==> config.mk <==
export PLATFORM = sky130hd
export DESIGN_NAME = swc_top
export DESIGN_NICKNAME = d
export VERILOG_FILES = /design/src/swc_pkg.sv /design/src/swc_tap.sv /design/src/swc_top.sv
export SDC_FILE = /design/constraint.sdc
export NUM_CORES = 1
export LEC_CHECK = 0
export BUFFER_PORTS_ARGS = -buffer_cell sky130_fd_sc_hd__clkbuf_2
export CORE_MARGIN = 1.5
export CORE_UTILIZATION = 30
export DETAILED_ROUTE_END_ITERATION = 16
export HOLD_SLACK_MARGIN = 0.15
export PLACE_DENSITY = 0.55
export REMOVE_ABC_BUFFERS = 1
export SYNTH_ARGS = -nofsm -noshare
export SYNTH_HDL_FRONTEND = slang
export SYNTH_HIERARCHICAL = 1
export SYNTH_SLANG_ARGS = --single-unit
export TNS_END_PERCENT = 1
==> constraint.sdc <==
create_clock -name i_clk -period 1.8 [get_ports i_clk]
set_input_delay 0.36 -clock i_clk [delete_from_list [all_inputs] [get_ports i_clk]]
set_output_delay 0.36 -clock i_clk [all_outputs]
set_load 0.02 [all_outputs]
==> src/swc_pkg.sv <==
// package for the sampling-window capture block
package swc_pkg;
   // ------------------------------------------------------------
   // sizes and register map
   // ------------------------------------------------------------
   localparam int NUM_POS = 24;
   localparam int NUM_SEL = 16;
   localparam int SEL_W = 4;
   localparam int ADDR_W = 12;
   localparam logic [ADDR_W-1:0] ADDR_POS_LOW = 12'h002c;
   localparam logic [ADDR_W-1:0] ADDR_POS_MID = 12'h002d;
   localparam logic [ADDR_W-1:0] ADDR_POS_HIGH = 12'h002e;
   localparam logic [ADDR_W-1:0] ADDR_CTRL = 12'h002f;
   localparam int CTRL_SEL_LSB = 0;
   localparam int CTRL_ZOOM_BIT = 4;
   localparam logic [SEL_W-1:0] RST_SEL = 4'h0;
   localparam logic RST_ZOOM = 1'b1;
   localparam logic [NUM_POS-1:0] RST_POS = 24'hff_ffff;
   localparam int EDGE_POS = NUM_POS - 1;

   // ------------------------------------------------------------
   // carriers
   // ------------------------------------------------------------
   typedef struct packed {
      logic wr;
      logic rd;
      logic [ADDR_W-1:0] addr;
      logic [7:0] wdata;
   } swc_req_type;

   typedef struct packed {
      logic valid;
      logic [7:0] rdata;
   } swc_rsp_type;
endpackage : swc_pkg

==> src/swc_tap.sv <==
// one delay-tap sampler: marks a tap unsafe when two sample phases disagree
`timescale 1ns/1ps
module swc_tap
(
   input wire logic i_clk,
   input wire logic i_nrst,
   input wire logic i_en,
   input wire logic i_early,
   input wire logic i_late,
   output logic o_unsafe
);
   import swc_pkg::*;
   logic next_unsafe;

   // ------------------------------------------------------------
   // violation detect
   // ------------------------------------------------------------
   // early and late neighbours disagree: edge sits inside this tap's margin
   always_comb
   begin
      next_unsafe = i_early ^ i_late;
   end

   always_ff @(posedge i_clk or negedge i_nrst)
   begin
      if (!i_nrst)
         o_unsafe <= 1'b1;
      else if (i_en)
         o_unsafe <= next_unsafe;
   end
endmodule : swc_tap

==> src/swc_top.sv <==
// sysref window capture: position detector, select, register port
`timescale 1ns/1ps
// Summary of operation
// - sysref latched on one chosen clock edge
// - locate sysref against device clock edge
// - status holds one bit per position
// - one marks risky position, zero valid
// - capture instant is selected delayed tap
// - step control picks coarse or fine spacing
// - status bits zero and 23 forced one
// - select value is plain bit index
// - select reaches only positions 0 to 15
// - status bits above 15 informational only
module swc_top
#(
   parameter int NUM_POS_P = swc_pkg::NUM_POS
)
(
   input wire logic i_clk,
   input wire logic i_nrst,
   input wire logic i_ce,
   input wire logic [swc_pkg::NUM_POS-1:0] i_tap_fine,
   input wire logic [swc_pkg::NUM_POS-1:0] i_tap_coarse,
   input wire swc_pkg::swc_req_type i_req,
   output swc_pkg::swc_rsp_type o_rsp,
   output logic o_fine_delay_step,
   output logic o_sysref_captured,
   output logic [swc_pkg::NUM_POS-1:0] o_capture_position_status
);
   import swc_pkg::*;

   // ------------------------------------------------------------
   // tap inputs cross from the delay line: two flops each
   // ------------------------------------------------------------
   logic [NUM_POS-1:0] sync1_fine;
   logic [NUM_POS-1:0] sync1_coarse;
   logic [NUM_POS-1:0] sync2_fine;
   logic [NUM_POS-1:0] sync2_coarse;
   logic [NUM_POS-1:0] taps;
   logic [NUM_POS-1:0] unsafe;
   logic [NUM_POS-1:0] next_pos;
   logic [NUM_POS-1:0] pos;
   logic [SEL_W-1:0] sel;
   logic [SEL_W-1:0] next_sel;
   logic zoom;
   logic next_zoom;
   logic cap;
   logic next_cap;
   logic cap_prev;
   swc_rsp_type rsp;
   swc_rsp_type next_rsp;

   // both delay lines are synchronised on their own; the step mux sits
   // after the second flop so no pin value reaches logic unsettled
   always_ff @(posedge i_clk or negedge i_nrst)
   begin
      if (!i_nrst)
      begin
         sync1_fine <= '0;
         sync1_coarse <= '0;
         sync2_fine <= '0;
         sync2_coarse <= '0;
      end
      else if (i_ce)
      begin
         sync1_fine <= i_tap_fine;
         sync1_coarse <= i_tap_coarse;
         sync2_fine <= sync1_fine;
         sync2_coarse <= sync1_coarse;
      end
   end

   // step control chooses which delay line feeds the detector
   always_comb
   begin
      taps = zoom ? sync2_fine : sync2_coarse;
   end

   // ------------------------------------------------------------
   // per-tap detectors, ends have no neighbour so stay flagged
   // ------------------------------------------------------------
   genvar g;
   generate
      for (g = 0; g < NUM_POS; g++)
      begin : g_tap
         if (g == 0 || g == EDGE_POS)
         begin : g_edge
            assign unsafe[g] = 1'b1;
         end
         else
         begin : g_mid
            swc_tap u_tap
            (
               .i_clk(i_clk),
               .i_nrst(i_nrst),
               .i_en(i_ce),
               .i_early(taps[g-1]),
               .i_late(taps[g+1]),
               .o_unsafe(unsafe[g])
            );
         end
      end
   endgenerate

   // ------------------------------------------------------------
   // status refresh and capture
   // ------------------------------------------------------------
   // status updates every clock-enabled cycle; no write path reaches it
   always_comb
   begin
      next_pos = unsafe;
      next_pos[0] = 1'b1;
      next_pos[EDGE_POS] = 1'b1;
      // only taps 0..15 are selectable, index is the plain bit number
      next_cap = taps[{1'b0, sel}];
   end

   // ------------------------------------------------------------
   // register port
   // ------------------------------------------------------------
   always_comb
   begin
      next_sel = sel;
      next_zoom = zoom;
      next_rsp = '0;
      if (i_req.wr && i_req.addr == ADDR_CTRL)
      begin
         next_sel = i_req.wdata[CTRL_SEL_LSB +: SEL_W];
         next_zoom = i_req.wdata[CTRL_ZOOM_BIT];
      end
      if (i_req.rd)
      begin
         next_rsp.valid = 1'b1;
         case (i_req.addr)
            ADDR_POS_LOW: next_rsp.rdata = pos[7:0];
            ADDR_POS_MID: next_rsp.rdata = pos[15:8];
            ADDR_POS_HIGH: next_rsp.rdata = pos[23:16];
            ADDR_CTRL: next_rsp.rdata = {3'b000, zoom, sel};
            default: next_rsp.rdata = 8'h00; // unmapped reads zero
         endcase
      end
   end

   always_ff @(posedge i_clk or negedge i_nrst)
   begin
      if (!i_nrst)
      begin
         pos <= RST_POS;
         sel <= RST_SEL;
         zoom <= RST_ZOOM;
         cap <= 1'b0;
         cap_prev <= 1'b0;
         rsp <= '0;
      end
      else if (i_ce)
      begin
         pos <= next_pos;
         sel <= next_sel;
         zoom <= next_zoom;
         cap <= next_cap;
         cap_prev <= cap;
         rsp <= next_rsp;
      end
   end

   // ------------------------------------------------------------
   // outputs
   // ------------------------------------------------------------
   // captured pulse marks the rising sample at the chosen tap
   logic cap_pulse;
   always_ff @(posedge i_clk or negedge i_nrst)
   begin
      if (!i_nrst)
         cap_pulse <= 1'b0;
      else if (i_ce)
         cap_pulse <= cap & ~cap_prev;
   end
   assign o_sysref_captured = cap_pulse;
   assign o_rsp = rsp;
   assign o_fine_delay_step = zoom;
   assign o_capture_position_status = pos;
endmodule : swc_top

# Word level (Yosys, flattened, before mapping)
# Index checks and enable logic that the tools add are counted.
# Widths: inputs -> output; s select.
# word_totals
regBits	157
out_inout_bits	35
# op_classes
order_cmp	1
n_eq_ne	4
muxes	5
bitwise	24
reduce_logical	2
# ops
op	count
$eq 12x6->1 const B	4
$pmux 8 s4	1
$mux 24	1
$xor 1x1->1	22
$mux 9	1
$lt 4x6->1 const B	1
$bmux 1 s4	1
$reduce_and 2->1	1
$and 1x1->1	1
$logic_and 1x1->1	1
$mux 1	1
$not 1->1	1

# Depth between registers and ports, before layout
# logic_depth
word_depth	3
mapped_depth	6
ltp_nobuf	5

# Hierarchy
# Netlist, hierarchy kept.
# modules_own_cells
mod	n_inst	cells_per_inst	area_per_inst_um2	seq_area_each_um2
swc_top	1	383	5703.0	3407.0
swc_tap	22	4	43.8	26.3

# Worst setup path before layout
# No wires, ideal clock.
# synth_timing
kind	reg-to-reg
start	register zoom, in the netlist o_fine_delay_step
end	register g_tap[15].g_mid.u_tap.o_unsafe
t_arrival_ps	1815
setup_slack_ps	-88
stages_incl_launch_ff	7
path_buffers	3
period_less_slack_ps	1888
cell_sequence	dfstp_2 buf_6 buf_12 clkbuf_1 mux2_2 xnor2_1 a21oi_1
# synth_between
elab_chain_cells	2
# synth_rtl
item	line_no	text
from (decl)	swc_top.sv:45	logic zoom;
from (signal assigned)	swc_top.sv:159	zoom <= next_zoom;
$mux 24	swc_top.sv:76	taps = zoom ? sync2_fine : sync2_coarse;
net taps[16]	swc_top.sv:39	logic [NUM_POS-1:0] taps;
$xor 1x1->1	swc_tap.sv:21	next_unsafe = i_early ^ i_late;
to (signal assigned)	swc_tap.sv:29	o_unsafe <= next_unsafe;
to (decl)	swc_tap.sv:10	output logic o_unsafe
# The timed path passes the listed nets, and every way through them passes these cells.
# A chain may end at the register's enable or synchronous reset.

# Worst setup path in the final report
# layout_timing
start	register zoom, in the netlist o_fine_delay_step
end	register cap
# layout_between
elab_chain_cells	3
# layout_rtl
item	line_no	text
$mux 24	swc_top.sv:76	
net taps[1]	swc_top.sv:39	
$bmux 1 s4	swc_top.sv:115	next_cap = taps[{1'b0, sel}];
$mux 1 (not written as such)	swc_top.sv:115	
to (signal assigned)	swc_top.sv:160	cap <= next_cap;
to (decl)	swc_top.sv:47	logic cap;
# The timed path passes the listed nets, and every way through them passes these cells. The select of a mux whose other input is x is not followed.

==> out/results.tsv <==
metric	value	unit
Root Buffer	clkbuf_16	
hpwl dp	10800	um
antenna diode count	0	
synth-to-layout area growth	27.4	%
row count	54	
f_max	550	MHz
gpl congestion	0.762	
Final ANT Viol Nets	0	
clk buf depth	2	
Post-synth EDFFs	0	
Max IR drop VDD	0.482	mV
slowest stage delay, CP	690	ps
Fin Setup TNS	-18.8	ps
Total Die Area	23100	um2
Mean Syn Cell Area	14.2	um2
Vias/cell	4.53	
CTS sink cnt	157	
Cell Pwr Density	1180	nW/um2
Vias	4090	
# DRC	0	
H-tree depth	4	
initial drt markers	187	
Unique masters post-synth	35	
total core area	21800	um2
Inst Count DP	865	
Synth Instances	471	
WHS	169	ps
Ports	108	
mean routed wirelength per cell	16.6	um
Initial Util	30.5	%
antenna violations before repair	0	
largest net degree at the start of global routing	51	
GR Util All Layers	13.6	%
Final min period	1820	ps
global-route wire length before repair	24300	um
Post-synth ARST share	100	%
CP Data Required Time	2140	ps
layout cells sized above 1	60.2	%
synthesized area	6670	um2
status	finished, violations left	
drt first pass iters	6	
vias in the first global route	4463	
Ys Warns	6	
Die Ht	152	um
Critical Path Sink Type	register	
Worst setup SP type	register	
critical-path cell list	buf_8 -> buf_6 -> mux2_4 -> o22ai_2 -> or3_1 -> a41oi_2	
Place WS	-82.5	ps
count of final hold-check violations	0	
Slew Limit Fails	0	
max-cap violations	0	
critical path's slowest cell	dfstp_4	
post-layout util	38.9	%
fillers	2070	
Main synth FF type	dfrtp_1	
violated checks	setup timing	
non-filler cells in the finished layout	903	
CTS clk-pin slew, worst paths	60	ps
Die Wd	152	um
commonest non-fill, non-tap cells in the layout	mux2_2, dfrtp_1, clkbuf_2	
TritonCTS clock tree	done	
CTS Buf Count	17	
Nets	683	
PnR worst setup slack	-18.8	ps
fin crit share	101	%
grt ovf	0	
CP arrival	2160	ps
sequential share of the synthesized area	59.8	%
RSZ-0062 raised after global routing	yes	
Leakage	3.67	nW
commonest non-fill, non-tap cell in the layout	mux2_2	
Clock Latency Late Sink	420	ps
worst hold-check path type	in2reg	
Seq cells post-synth	157	
input/output buffers	102	
kind of cell adding the most delay to the critical path	flip-flops	
Crit Path Category	reg2reg	
skew final	7.59	ps
WP buf/inv	2	
Total Wirelength	14900	um
final setup fails	1	
crit-path max FO	6	
area by class of cell:
| type | count | area (um2) | area share, % |
|---|---|---|---|
| clock inverters | 9 | 133 | 1.56 |
| well taps | 280 | 350 | 4.12 |
| flip-flops and latches | 157 | 3990 | 47.0 |
| multi-input cells | 275 | 2540 | 30.0 |
| inverters | 16 | 60.1 | 0.707 |
| repair buffers | 143 | 938 | 11.0 |
| clock buffers | 23 | 478 | 5.63 |
stage by stage:
step | area [um2] | total power [mW]
after floorplan | 6540 | 5.61
after global placement | 7760 | 6.34
after detailed placement | 7760 | 6.40
after CTS | 8460 | 10.2
after global routing | 8490 | 10.5
final | 8490 | 10.0
sequential cells by signal, indices dropped and copies added (netlist names):
signal,flops
sync1_coarse,24
sync1_fine,24
sync2_coarse,24
sync2_fine,24
g_tap.g_mid.u_tap/o_unsafe,22
o_capture_position_status,22
o_rsp,9
sel,4
cap,1
cap_prev,1
o_fine_delay_step,1
o_sysref_captured,1
worst paths after layout:
| path | startpoint | endpoint | cells past startpoint | slack [ps] |
|---|---|---|---|---|
| setup / recovery | o_fine_delay_step$_DFFE_PN1P_ | cap$_DFFE_PN0P_ | 6 | -20 |
| max in group asynchronous | i_nrst | o_capture_position_status[9]$_DFFE_PN1P_ | 3 | 760 |
| hold / removal | i_tap_coarse[23] | sync1_coarse[23]$_DFFE_PN0P_ | 2 | 170 |
| min in group asynchronous | i_nrst | sync2_coarse[19]$_DFFE_PN0P_ | 2 | 400 |
| hold reg to reg | g_tap[5].g_mid.u_tap/o_unsafe$_DFFE_PN1P_ | g_tap[5].g_mid.u_tap/o_unsafe$_DFFE_PN1P_ | 2 | 500 |
| setup reg to reg | o_fine_delay_step$_DFFE_PN1P_ | cap$_DFFE_PN0P_ | 6 | -20 |
cells in the mapped netlist (3+ instances only):
master	number	share of area [%]
clkbuf_1	12	0.68
dfstp_2	45	18
mux2_4	3	0.68
mux2_2	144	24
o22ai_1	11	1.0
xnor2_1	22	2.9
inv_1	16	0.90
nor2_1	30	1.7
buf_2	6	0.45
nand2_1	3	0.17
or2_2	3	0.28
o21ai_0	7	0.53
mux4_2	4	1.4
a21oi_1	26	2.0
dfrtp_1	112	42
worst register-to-register path: stages, from the launching register on:
cell	delay, ps
dfstp_4	690
buf_8	150
buf_6	130
mux2_4	180
o22ai_2	60
or3_1	370
a41oi_2	170
what timing repair did:
item / 4_1_cts / 5_1_grt
hold endpoints to repair: 31 / 0
hold buffers: 1 / 0
pin swaps: 7 / 6
resized for setup: 13 / 9
setup buffers: 4 / 1
endpoints found under the setup margin: 3 / 5
routing by layer:
metal	share of wire, %	up-vias	track usage (%)
li1	-	1927	-
met4	1.7	0	4.62
met5	0	-	0
met1	42	2083	15.9
met3	3.5	16	3.85
met2	52	64	23.8
cells by family after synthesis:
logic type	synth area share (%)
xor+xnor	2.89
buf+inv	2.83
compound gates	4.24
mux	26.8
simple gates	3.38
flops	59.8
other cells	0.0563
power by group:
part | total (mW) | switching (mW) | internal, mW
combinational | 1.69 | 0.793 | 0.899
sequential | 4.66 | 0.383 | 4.28
clock | 3.68 | 1.39 | 2.30
Note: power is estimated with default switching activity, not from simulation.
